[config.mk]
export PLATFORM = sky130hd
export DESIGN_NAME = dsb_sense_builder
export DESIGN_NICKNAME = d
export VERILOG_FILES = /design/src/hdl/dsb_pkg.sv /design/src/hdl/dsb_fields_if.sv /design/src/hdl/dsb_sense_builder.sv /design/src/hdl/dsb_byte_map.sv
export SDC_FILE = /design/constraint.sdc
export NUM_CORES = 1
export LEC_CHECK = 0
export BUFFER_PORTS_ARGS = -buffer_cell sky130_fd_sc_hd__buf_4
export CAP_MARGIN = 25
export CORE_MARGIN = 3
export CORE_UTILIZATION = 35
export CTS_CLUSTER_DIAMETER = 50
export CTS_CLUSTER_SIZE = 14
export DETAILED_ROUTE_END_ITERATION = 8
export PLACE_DENSITY = 0.61
export SETUP_SLACK_MARGIN = 0.05
export SLEW_MARGIN = 30
export SYNTH_ARGS = -nofsm -noshare
export SYNTH_HDL_FRONTEND = slang
export SYNTH_SLANG_ARGS = --single-unit
[constraint.sdc]
create_clock -name clock -period 3.45 [get_ports clock]
set_input_delay 0.345 -clock clock [delete_from_list [all_inputs] [get_ports clock]]
set_output_delay 0.345 -clock clock [all_outputs]
set_load 0.01 [all_outputs]
[src/hdl/dsb_pkg.sv]
// Constants, register map and types of the descriptor sense data builder
package dsb_pkg;

	// Register byte offsets on the AHB-Lite slave
	localparam logic [7:0] REG_CTRL     = 8'h00;
	localparam logic [7:0] REG_KEY      = 8'h04;
	localparam logic [7:0] REG_LBA_LO   = 8'h08;
	localparam logic [7:0] REG_LBA_HI   = 8'h0c;
	localparam logic [7:0] REG_RESIDUE  = 8'h10;
	localparam logic [7:0] REG_CMD_LO   = 8'h14;
	localparam logic [7:0] REG_CMD_HI   = 8'h18;
	localparam logic [7:0] REG_KEYSPEC  = 8'h1c;
	localparam logic [7:0] REG_PROGRESS = 8'h20;
	localparam logic [7:0] REG_PART     = 8'h24;
	localparam logic [7:0] REG_UNITERR  = 8'h28;
	localparam logic [7:0] REG_PHYS_LO  = 8'h2c;
	localparam logic [7:0] REG_PHYS_HI  = 8'h30;
	localparam logic [7:0] REG_ALLOC    = 8'h34;
	localparam logic [7:0] REG_STATUS   = 8'h38;

	// Control register field positions
	localparam int CTRL_START    = 0;
	localparam int CTRL_DEFERRED = 1;
	localparam int CTRL_INFO_VAL = 2;
	localparam int CTRL_MISMATCH = 3;
	localparam int CTRL_PROGRESS = 4;

	// Reset values
	localparam logic [7:0]  ALLOC_RESET = 8'h3c;
	localparam logic [31:0] WORD_RESET  = 32'h0000_0000;

	// Sense data layout
	localparam logic [6:0] SENSE_BYTES    = 7'h3c;
	localparam logic [7:0] ADDL_SENSE_LEN = 8'h34;
	localparam logic [7:0] RESP_CURRENT   = 8'h72;
	localparam logic [7:0] RESP_DEFERRED  = 8'h73;

	// Descriptor start bytes
	localparam logic [5:0] POS_INFO    = 6'h08;
	localparam logic [5:0] POS_CMD     = 6'h14;
	localparam logic [5:0] POS_KEYSPEC = 6'h20;
	localparam logic [5:0] POS_PART    = 6'h28;
	localparam logic [5:0] POS_BLOCK   = 6'h2c;
	localparam logic [5:0] POS_UNITERR = 6'h30;
	localparam logic [5:0] POS_PHYS    = 6'h34;

	// Descriptor type codes and additional lengths
	localparam logic [7:0] TYPE_INFO    = 8'h00;
	localparam logic [7:0] TYPE_CMD     = 8'h01;
	localparam logic [7:0] TYPE_KEYSPEC = 8'h02;
	localparam logic [7:0] TYPE_PART    = 8'h03;
	localparam logic [7:0] TYPE_BLOCK   = 8'h05;
	localparam logic [7:0] TYPE_UNITERR = 8'h80;
	localparam logic [7:0] TYPE_PHYS    = 8'h81;
	localparam logic [7:0] LEN_0A       = 8'h0a;
	localparam logic [7:0] LEN_06       = 8'h06;
	localparam logic [7:0] LEN_02       = 8'h02;
	localparam int         MISMATCH_BIT = 5;

	typedef enum logic [1:0] {
		ST_IDLE = 2'b01,
		ST_SEND = 2'b10
	} dsb_state_t;

endpackage

[src/hdl/dsb_fields_if.sv]
// Sense fields and byte index passed from the builder to its byte map
`timescale 1ns/1ns
interface dsb_fields_if;
	logic [5:0]  byteIndex;
	logic        responseDeferred;
	logic [3:0]  senseKey;
	logic [7:0]  asc;
	logic [7:0]  ascq;
	logic        infoValid;
	logic [63:0] infoField;
	logic [63:0] cmdSpecific;
	logic        keySpecificValid;
	logic [6:0]  keySpecificBits;
	logic [15:0] keySpecificBytes;
	logic [7:0]  replaceablePartCode;
	logic        lengthMismatchFlag;
	logic [15:0] unitErrorCode;
	logic [47:0] physRecord;
	logic [7:0]  byteOut;

	modport src (
		output byteIndex, responseDeferred, senseKey, asc, ascq, infoValid, infoField,
		output cmdSpecific, keySpecificValid, keySpecificBits, keySpecificBytes,
		output replaceablePartCode, lengthMismatchFlag, unitErrorCode, physRecord,
		input  byteOut
	);
	modport map (
		input  byteIndex, responseDeferred, senseKey, asc, ascq, infoValid, infoField,
		input  cmdSpecific, keySpecificValid, keySpecificBits, keySpecificBytes,
		input  replaceablePartCode, lengthMismatchFlag, unitErrorCode, physRecord,
		output byteOut
	);
endinterface

[src/hdl/dsb_sense_builder.sv]
// Descriptor sense data builder: AHB-Lite registers and sense byte stream
//
// Decided for this implementation: the AHB-Lite register port and the register addresses.
`timescale 1ns/1ns
module dsb_sense_builder (
	input  wire logic        clock,
	input  wire logic        rst_b,
	input  wire logic        hsel,
	input  wire logic [31:0] haddr,
	input  wire logic [1:0]  htrans,
	input  wire logic        hwrite,
	input  wire logic [2:0]  hsize,
	input  wire logic [31:0] hwdata,
	input  wire logic        hready,
	output logic             hreadyout,
	output logic             hresp,
	output logic      [31:0] hrdata,
	output logic             senseValid,
	input  wire logic        senseReady,
	output logic      [7:0]  senseData,
	output logic      [5:0]  senseIndex,
	output logic             senseLast
);

	dsb_fields_if fields ();

	dsb_byte_map u_map (
		.f (fields.map)
	);

	// Bus state
	logic       wrPend_ff;
	logic       rdPend_ff;
	logic [7:0] wrAddr_ff;
	logic [7:0] rdAddr_ff;
	logic [31:0] hrdata_ff;

	// Software registers
	logic        deferred_ff;
	logic        infoValid_ff;
	logic        mismatch_ff;
	logic        progressMode_ff;
	logic [3:0]  senseKey_ff;
	logic [7:0]  asc_ff;
	logic [7:0]  ascq_ff;
	logic [63:0] lba_ff;
	logic [31:0] residue_ff;
	logic [63:0] cmdSpec_ff;
	logic [23:0] keySpec_ff;
	logic [15:0] progress_ff;
	logic [7:0]  partCode_ff;
	logic [15:0] unitErr_ff;
	logic [47:0] phys_ff;
	logic [7:0]  alloc_ff;

	// Stream state
	dsb_pkg::dsb_state_t state_ff;
	dsb_pkg::dsb_state_t nxt_state;
	logic [5:0] idx_ff;
	logic [6:0] len_ff;
	logic [7:0] data_ff;
	logic [6:0] sent_ff;

	logic       addrTaken;
	logic       busy;
	logic       wrEn;
	logic       startReq;
	logic [6:0] allowLen;
	logic [5:0] nxtIdx;
	logic       lastByte;
	logic       accept;

	assign addrTaken = hsel && htrans[1] && hready;
	assign busy      = (state_ff == dsb_pkg::ST_SEND);
	// Fields are frozen while a frame is out, so no frame is torn
	assign wrEn      = wrPend_ff && !busy;
	assign startReq  = wrEn && (wrAddr_ff == dsb_pkg::REG_CTRL) && hwdata[dsb_pkg::CTRL_START];
	assign allowLen  = (alloc_ff > {1'b0, dsb_pkg::SENSE_BYTES}) ? dsb_pkg::SENSE_BYTES
	                                                          : alloc_ff[6:0];
	assign lastByte  = ({1'b0, idx_ff} + 7'h01) == len_ff;
	assign accept    = busy && senseReady;

	assign hreadyout = !rdPend_ff;
	assign hresp     = 1'b0;
	assign hrdata    = hrdata_ff;

	assign senseValid = busy;
	assign senseData  = data_ff;
	assign senseIndex = idx_ff;
	assign senseLast  = busy && lastByte;

	// Register read decode; unmapped words read zero
	function automatic logic [31:0] regRead(input logic [7:0] a);
		unique case (a)
			dsb_pkg::REG_CTRL:     regRead = {27'h0, progressMode_ff, mismatch_ff,
			                                  infoValid_ff, deferred_ff, 1'b0};
			dsb_pkg::REG_KEY:      regRead = {8'h00, ascq_ff, asc_ff, 4'h0, senseKey_ff};
			dsb_pkg::REG_LBA_LO:   regRead = lba_ff[31:0];
			dsb_pkg::REG_LBA_HI:   regRead = lba_ff[63:32];
			dsb_pkg::REG_RESIDUE:  regRead = residue_ff;
			dsb_pkg::REG_CMD_LO:   regRead = cmdSpec_ff[31:0];
			dsb_pkg::REG_CMD_HI:   regRead = cmdSpec_ff[63:32];
			dsb_pkg::REG_KEYSPEC:  regRead = {8'h00, keySpec_ff};
			dsb_pkg::REG_PROGRESS: regRead = {16'h0000, progress_ff};
			dsb_pkg::REG_PART:     regRead = {24'h0, partCode_ff};
			dsb_pkg::REG_UNITERR:  regRead = {16'h0000, unitErr_ff};
			dsb_pkg::REG_PHYS_LO:  regRead = phys_ff[31:0];
			dsb_pkg::REG_PHYS_HI:  regRead = {16'h0000, phys_ff[47:32]};
			dsb_pkg::REG_ALLOC:    regRead = {24'h0, alloc_ff};
			dsb_pkg::REG_STATUS:   regRead = {16'h0000, 1'b0, sent_ff, 7'h00, busy};
			default:               regRead = 32'h0000_0000;
		endcase
	endfunction

	// Bus phases; reads take one wait state so a preceding write is seen
	always_ff @(posedge clock) begin
		if (!rst_b) begin
			wrPend_ff <= 1'b0;
			rdPend_ff <= 1'b0;
			wrAddr_ff <= 8'h00;
			rdAddr_ff <= 8'h00;
		end else begin
			wrPend_ff <= addrTaken && hwrite;
			rdPend_ff <= addrTaken && !hwrite;
			if (addrTaken) begin
				wrAddr_ff <= {haddr[7:2], 2'b00};
				rdAddr_ff <= {haddr[7:2], 2'b00};
			end
		end
	end

	always_ff @(posedge clock) begin
		if (!rst_b) begin
			hrdata_ff <= dsb_pkg::WORD_RESET;
		end else if (rdPend_ff) begin
			hrdata_ff <= regRead(rdAddr_ff);
		end
	end

	always_ff @(posedge clock) begin
		if (!rst_b) begin
			deferred_ff     <= 1'b0;
			infoValid_ff    <= 1'b0;
			mismatch_ff     <= 1'b0;
			progressMode_ff <= 1'b0;
			senseKey_ff     <= 4'h0;
			asc_ff          <= 8'h00;
			ascq_ff         <= 8'h00;
			lba_ff          <= 64'h0;
			residue_ff      <= dsb_pkg::WORD_RESET;
			cmdSpec_ff      <= 64'h0;
			keySpec_ff      <= 24'h0;
			progress_ff     <= 16'h0000;
			partCode_ff     <= 8'h00;
			unitErr_ff      <= 16'h0000;
			phys_ff         <= 48'h0;
			alloc_ff        <= dsb_pkg::ALLOC_RESET;
		end else if (wrEn) begin
			unique case (wrAddr_ff)
				dsb_pkg::REG_CTRL: begin
					deferred_ff     <= hwdata[dsb_pkg::CTRL_DEFERRED];
					infoValid_ff    <= hwdata[dsb_pkg::CTRL_INFO_VAL];
					mismatch_ff     <= hwdata[dsb_pkg::CTRL_MISMATCH];
					progressMode_ff <= hwdata[dsb_pkg::CTRL_PROGRESS];
				end
				dsb_pkg::REG_KEY: begin
					senseKey_ff <= hwdata[3:0];
					asc_ff      <= hwdata[15:8];
					ascq_ff     <= hwdata[23:16];
				end
				dsb_pkg::REG_LBA_LO:   lba_ff[31:0]   <= hwdata;
				dsb_pkg::REG_LBA_HI:   lba_ff[63:32]  <= hwdata;
				dsb_pkg::REG_RESIDUE:  residue_ff     <= hwdata;
				dsb_pkg::REG_CMD_LO:   cmdSpec_ff[31:0]  <= hwdata;
				dsb_pkg::REG_CMD_HI:   cmdSpec_ff[63:32] <= hwdata;
				dsb_pkg::REG_KEYSPEC:  keySpec_ff     <= hwdata[23:0];
				dsb_pkg::REG_PROGRESS: progress_ff    <= hwdata[15:0];
				dsb_pkg::REG_PART:     partCode_ff    <= hwdata[7:0];
				dsb_pkg::REG_UNITERR:  unitErr_ff     <= hwdata[15:0];
				dsb_pkg::REG_PHYS_LO:  phys_ff[31:0]  <= hwdata;
				dsb_pkg::REG_PHYS_HI:  phys_ff[47:32] <= hwdata[15:0];
				dsb_pkg::REG_ALLOC:    alloc_ff       <= hwdata[7:0];
				default: ;
			endcase
		end
	end

	// Field selection handed to the byte map
	// Byte 0 loads on the START edge, the same edge on which the new control bits land
	assign fields.responseDeferred    = startReq ? hwdata[dsb_pkg::CTRL_DEFERRED] : deferred_ff;
	assign fields.senseKey            = senseKey_ff;
	assign fields.asc                 = asc_ff;
	assign fields.ascq                = ascq_ff;
	assign fields.infoValid           = infoValid_ff;
	// Residue is held as 32 bits; sign extension keeps negatives correct
	assign fields.infoField           = mismatch_ff ? {{32{residue_ff[31]}}, residue_ff}
	                                                : lba_ff;
	assign fields.cmdSpecific         = cmdSpec_ff;
	assign fields.keySpecificValid    = progressMode_ff | keySpec_ff[23];
	assign fields.keySpecificBits     = progressMode_ff ? 7'h00 : keySpec_ff[22:16];
	assign fields.keySpecificBytes    = progressMode_ff ? progress_ff : keySpec_ff[15:0];
	assign fields.replaceablePartCode = partCode_ff;
	assign fields.lengthMismatchFlag  = mismatch_ff;
	assign fields.unitErrorCode       = unitErr_ff;
	assign fields.physRecord          = phys_ff;
	assign fields.byteIndex           = nxtIdx;

	// Index of the byte to be loaded next
	always_comb begin
		nxtIdx = busy ? (idx_ff + 6'h01) : 6'h00;
	end

	always_comb begin
		nxt_state = state_ff;
		unique case (state_ff)
			dsb_pkg::ST_IDLE: if (startReq && (allowLen != 7'h00)) nxt_state = dsb_pkg::ST_SEND;
			dsb_pkg::ST_SEND: if (senseReady && lastByte) nxt_state = dsb_pkg::ST_IDLE;
			default:          nxt_state = dsb_pkg::ST_IDLE;
		endcase
	end

	always_ff @(posedge clock) begin
		if (!rst_b) begin
			state_ff <= dsb_pkg::ST_IDLE;
		end else begin
			state_ff <= nxt_state;
		end
	end

	always_ff @(posedge clock) begin
		if (!rst_b) begin
			idx_ff  <= 6'h00;
			len_ff  <= 7'h00;
			data_ff <= 8'h00;
		end else if (!busy && startReq) begin
			idx_ff  <= 6'h00;
			len_ff  <= allowLen;
			data_ff <= fields.byteOut;
		end else if (accept && !lastByte) begin
			idx_ff  <= nxtIdx;
			data_ff <= fields.byteOut;
		end
	end

	always_ff @(posedge clock) begin
		if (!rst_b) begin
			sent_ff <= 7'h00;
		end else if (!busy && startReq) begin
			sent_ff <= 7'h00;
		end else if (accept) begin
			sent_ff <= sent_ff + 7'h01;
		end
	end

	a_byte_limit: assert property (@(posedge clock) disable iff (!rst_b)
		senseValid |-> (senseIndex < 6'h3c))
		else $error("sense byte index beyond byte 59");

	a_host_limit: assert property (@(posedge clock) disable iff (!rst_b)
		senseValid |-> ({1'b0, senseIndex} < len_ff) && (len_ff <= {1'b0, alloc_ff[6:0]}
		|| alloc_ff > 8'h3c))
		else $error("sense byte beyond allowed count");

	a_stream_step: assert property (@(posedge clock) disable iff (!rst_b)
		(senseValid && senseReady && !senseLast) |=>
		(senseValid && senseIndex == $past(senseIndex) + 6'h01))
		else $error("stream did not advance by one byte");

	a_stream_end: assert property (@(posedge clock) disable iff (!rst_b)
		(senseValid && senseReady && senseLast) |=> !senseValid)
		else $error("stream ran past its last byte");

	a_header_bytes: assert property (@(posedge clock) disable iff (!rst_b)
		(senseValid && senseIndex == 6'h00) |->
		(senseData == (deferred_ff ? 8'h73 : 8'h72)))
		else $error("response code wrong");

	a_addl_length: assert property (@(posedge clock) disable iff (!rst_b)
		(senseValid && senseIndex == 6'h07) |-> senseData == 8'h34)
		else $error("additional sense length wrong");

	a_info_head: assert property (@(posedge clock) disable iff (!rst_b)
		(senseValid && senseIndex == 6'h09) |-> senseData == 8'h0a)
		else $error("information descriptor length wrong");

	a_info_valid: assert property (@(posedge clock) disable iff (!rst_b)
		(senseValid && senseIndex == 6'h0a) |-> senseData == {infoValid_ff, 7'h00})
		else $error("information valid bit wrong");

	a_info_lba: assert property (@(posedge clock) disable iff (!rst_b)
		(senseValid && senseIndex == 6'h13 && !mismatch_ff) |-> senseData == lba_ff[7:0])
		else $error("information field is not the LBA");

	a_info_residue: assert property (@(posedge clock) disable iff (!rst_b)
		(senseValid && senseIndex == 6'h0c && mismatch_ff) |->
		senseData == {8{residue_ff[31]}})
		else $error("residue sign extension wrong");

	a_type_order: assert property (@(posedge clock) disable iff (!rst_b)
		(senseValid && senseIndex == 6'h14) |-> senseData == 8'h01)
		else $error("command-specific descriptor misplaced");

	a_keyspec_head: assert property (@(posedge clock) disable iff (!rst_b)
		(senseValid && senseIndex == 6'h21) |-> senseData == 8'h06)
		else $error("key-specific descriptor length wrong");

	a_progress_valid: assert property (@(posedge clock) disable iff (!rst_b)
		(senseValid && senseIndex == 6'h24 && progressMode_ff) |-> senseData == 8'h80)
		else $error("progress not marked valid");

	a_part_code: assert property (@(posedge clock) disable iff (!rst_b)
		(senseValid && senseIndex == 6'h2b) |-> senseData == partCode_ff)
		else $error("replaceable part code wrong");

	a_mismatch_bit: assert property (@(posedge clock) disable iff (!rst_b)
		(senseValid && senseIndex == 6'h2f) |-> senseData == {2'b00, mismatch_ff, 5'h00})
		else $error("mismatch flag misplaced");

	a_unit_error: assert property (@(posedge clock) disable iff (!rst_b)
		(senseValid && senseIndex == 6'h32) |-> senseData == unitErr_ff[15:8])
		else $error("unit error code wrong");

	a_phys_head: assert property (@(posedge clock) disable iff (!rst_b)
		(senseValid && senseIndex == 6'h34) |-> senseData == 8'h81)
		else $error("physical record descriptor type wrong");

endmodule // dsb_sense_builder

[src/hdl/dsb_byte_map.sv]
// Byte map: value of each descriptor-format sense byte by its index
`timescale 1ns/1ns
module dsb_byte_map (
	dsb_fields_if.map f
);

	// Byte k of a big-endian field, k counted from the least significant byte
	function automatic logic [7:0] pickByte(input logic [63:0] v, input logic [5:0] k);
		pickByte = v[{k[2:0], 3'b000} +: 8];
	endfunction

	logic [5:0] idx;
	assign idx = f.byteIndex;

	// Order of descriptors is fixed; absent content still occupies its bytes
	always_comb begin
		f.byteOut = 8'h00;
		unique case (idx)
			6'h00: f.byteOut = f.responseDeferred ? dsb_pkg::RESP_DEFERRED
			                                      : dsb_pkg::RESP_CURRENT;
			6'h01: f.byteOut = {4'h0, f.senseKey};
			6'h02: f.byteOut = f.asc;
			6'h03: f.byteOut = f.ascq;
			6'h07: f.byteOut = dsb_pkg::ADDL_SENSE_LEN;
			6'h08: f.byteOut = dsb_pkg::TYPE_INFO;
			6'h09: f.byteOut = dsb_pkg::LEN_0A;
			6'h0a: f.byteOut = {f.infoValid, 7'h00};
			6'h0c, 6'h0d, 6'h0e, 6'h0f, 6'h10, 6'h11, 6'h12, 6'h13:
				f.byteOut = pickByte(f.infoField, 6'h13 - idx);
			6'h14: f.byteOut = dsb_pkg::TYPE_CMD;
			6'h15: f.byteOut = dsb_pkg::LEN_0A;
			6'h18, 6'h19, 6'h1a, 6'h1b, 6'h1c, 6'h1d, 6'h1e, 6'h1f:
				f.byteOut = pickByte(f.cmdSpecific, 6'h1f - idx);
			6'h20: f.byteOut = dsb_pkg::TYPE_KEYSPEC;
			6'h21: f.byteOut = dsb_pkg::LEN_06;
			6'h24: f.byteOut = {f.keySpecificValid, f.keySpecificBits};
			6'h25: f.byteOut = f.keySpecificBytes[15:8];
			6'h26: f.byteOut = f.keySpecificBytes[7:0];
			6'h28: f.byteOut = dsb_pkg::TYPE_PART;
			6'h29: f.byteOut = dsb_pkg::LEN_02;
			6'h2b: f.byteOut = f.replaceablePartCode;
			6'h2c: f.byteOut = dsb_pkg::TYPE_BLOCK;
			6'h2d: f.byteOut = dsb_pkg::LEN_02;
			6'h2f: f.byteOut = {2'b00, f.lengthMismatchFlag, 5'h00};
			6'h30: f.byteOut = dsb_pkg::TYPE_UNITERR;
			6'h31: f.byteOut = dsb_pkg::LEN_02;
			6'h32: f.byteOut = f.unitErrorCode[15:8];
			6'h33: f.byteOut = f.unitErrorCode[7:0];
			6'h34: f.byteOut = dsb_pkg::TYPE_PHYS;
			6'h35: f.byteOut = dsb_pkg::LEN_06;
			6'h36, 6'h37, 6'h38, 6'h39, 6'h3a, 6'h3b:
				f.byteOut = pickByte({16'h0000, f.physRecord}, 6'h3b - idx);
			default: f.byteOut = 8'h00;
		endcase
	end

endmodule // dsb_byte_map

==> metrics <==
die boundary height 243 um; Peak VDD IR 0.323 mV; drt via density 6.14; FP Rows 86; Leakage Power 7.42 nW; die area 0.0591 mm^2; Synth cell types 96; largest net degree at the start of global routing 181; unrepaired setup endpoints after global routing false; Synth Area in Simple Gates 22.3%; drt wl/cell 29.4 um; relative slew slack 38.4%; Tmin final 3.25 ns; hold path cells 3; Synth warnings 0; post-route ant nets 0; routability congestion estimate 1.03; Total GRT Usage 31.8%; Chip Width 243 um; via count 20213; Synth Area in Compound Gates 28.6%; Initial DRT Pass Iterations 6; R2R cell count 10; most common cell in the synthesized netlist nand2_1; CTS tree built; P_sw 0.00232 W; worst slew pin tran 0.924 ns; sw frac 24.9%; Final #Nets 2591; Layout Utilization 41.4%; Final Max Tran Viols 0; hpwl dp 68800 um; clock network power share 49.4%; CORE AREA 0.0553 mm^2; share of cells above drive strength 1 14.6%; Pwr Total 0.00932 W; Critical Path RT 3.97 ns; CTS Buf Count 42; Synth async-reset ratio 0%; max-cap violations 0; XOR/XNOR Fraction of Synth Area 1.23%; Post-synth top cells nand2_1 (665), dfxtp_1 (374), a21boi_0 (298); setup violators final 0; Post-synth top flop dfxtp_1; Net Count, Synth 2552; initial core utilization 35.5%; Max Used Layer met5; clock root cell clkbuf_16; CTS clock-pin slew for the worst setup and hold paths 0.06 ns; drc violations 0; port bufs 93; startpoint types register; Synth area leaders dfxtp_1 (38%), nand2_1 (13%), a21boi_0 (11%); kind of critical path reg -> reg; placed insts 3215; adder-cell share of the synthesized area 0.127%; CTS max path bufs 3; share of power burned in registers 46.6%; #FFs+latches synth 374; cell taking the most area after synthesis dfxtp_1; Max H-tree Level 2; clock sink count 374; final non-filler cell total 3292; top cell type's share of synthesized area 38.1%; final hold violations 0; clk_skew 0.0369 ns; starting DRC count in detailed routing 2832; Hold Crit Class in -> reg; met3 routed WL 9140 um; I/O pin count 125; Period Utilization, post-route 94.2%; antenna violations before repair 3; status completed; Final TNS setup 0 ns; Post-synth EDFFs 0; sequential fraction of the synthesis area 38.1%; Combinational Power Share 4.0%; PD cells 407 mW/mm^2; DRT met1 WL 40000 um; syn_area_per_cell 7.94 um^2; worst-skew pair later-pin latency 0.60 ns; arrival time at the worst endpoint 3.77 ns; cell-internal power 0.00700 W; synthesized area 0.0197 mm^2; multiplexer share of the synthesized area 4.09%; hold slack 0.0177 ns; number of global-route vias before repair 18994; gr ovfl total 0; synthesized instance count 2475; CP Capture Type register; largest family of logic cells by synthesized area compound AO/OA/AOI/OAI gates; Crit Path Max Fanout 38; routed wire length 96900 um; area growth from synthesis to layout 16.5%; Routed met2 length 40900 um; fmax 308 MHz; first-pass GRT wire length 138000 um
-- layout by cell type (no fill, tap or decap), drive strengths merged, types with 8 or more instances in the layout --
| master | n |
|---|---|
| nand2 | 667 |
| dfxtp | 374 |
| a21boi | 302 |
| buf | 227 |
| o21ai | 94 |
| nor2 | 69 |
| a21oi | 54 |
| nand3 | 54 |
| mux2i | 50 |
| a22oi | 50 |
| clkbuf | 49 |
| nor3 | 47 |
| a222oi | 37 |
| nor2b | 37 |
| a31oi | 35 |
| a221oi | 31 |
| a211oi | 31 |
| mux2 | 27 |
| a22o | 24 |
| inv | 23 |
| and3 | 19 |
| nand4 | 18 |
| and2 | 17 |
| clkinv | 14 |
| o211ai | 13 |
| o22ai | 13 |
| nor4 | 13 |
| nand2b | 11 |
| xnor2 | 11 |
| or3 | 10 |
| o31ai | 8 |
-- per-layer routing --
| metal | up-vias | global-route usage, % |
|---|---|---|
| li1 | 8872 | - |
| met1 | 9828 | 42.4 |
| met2 | 1220 | 47.5 |
| met3 | 291 | 5.76 |
| met4 | 2 | 19.5 |
| met5 | - | 0 |
-- what timing repair did --
| action | CTS | global route |
|---|---|---|
| buffers inserted | 0 | 1 |
| hold buffers | 2 | 0 |
| endpoints found under the hold margin | 2 | 0 |
| setup endpoints to repair | 0 | 3 |
| gates resized for setup | 0 | 2 |
-- critical path, stage by stage (launching register included) --
cell and delay [ns]:
dfxtp_1 0.33, ha_1 0.37, or3b_1 0.37, a211oi_1 0.38, or3_1 0.27, nand2_1 0.13, buf_12 0.22, a21oi_1 0.34
o22ai_1 0.16, o41ai_2 0.42, a22o_1 0.17
-- layout make-up --
cell class	instances	area, um^2
fillers	5598	32400
multi-input cells	1847	11100
flip-flops and latches	374	7490
repair buffers	230	1900
clock buffers	48	1120
well taps	748	936
clock inverters	24	258
inverters	19	71.3
diodes	2	5.00
-- power groups by stage --
stage               registers, W  clock network (W)  logic, W
CTS                      0.00435            0.00463  0.000363
floorplan                0.00444                  0  0.000194
global route             0.00434            0.00481  0.000385
detailed placement       0.00444                  0  0.000361
global placement         0.00444                  0  0.000359
finish                   0.00435            0.00460  0.000374
-- metrics by stage --
stage / area, um^2 / worst slack [ns]
after floorplan: 19700 / 0.761
after global placement: 21500 / 0.301
after detailed placement: 21500 / 0.220
after CTS: 22900 / 0.206
after global routing: 22900 / 0.0623
final: 22900 / 0.201
-- state kept, by name, indices dropped and copies added, names as in the netlist, 8 cells and up --
register and cells:
keySpec_ff 24, alloc_ff 8, hrdata 32, ascq_ff 8, fields.physRecord 48, senseData 8
residue_ff 32, fields.unitErrorCode 16, lba_ff 64, progress_ff 16, asc_ff 8, cmdSpec_ff 64
fields.replaceablePartCode 8
-- path summary, 6_finish.rpt --
kind,start,endpoint,slack (ns)
worst min-delay path,haddr[3],rdAddr_ff[3],0.02
worst max-delay path,senseIndex[1],senseData[3],0.20
worst max register to register,senseIndex[1],senseData[3],0.20
worst min register to register,lba_ff[15],lba_ff[15],0.48
-- cell families after synthesis --
kind of cell / Yosys count
muxes: 77
and+or+nand+nor: 988
AOI/OAI and AO/OA: 759
other: 1
buffers and inverters: 254
DFF: 374
xor gates and xnor gates: 20
adders and majority gates: 2
Power figures use the tool's default switching activity.
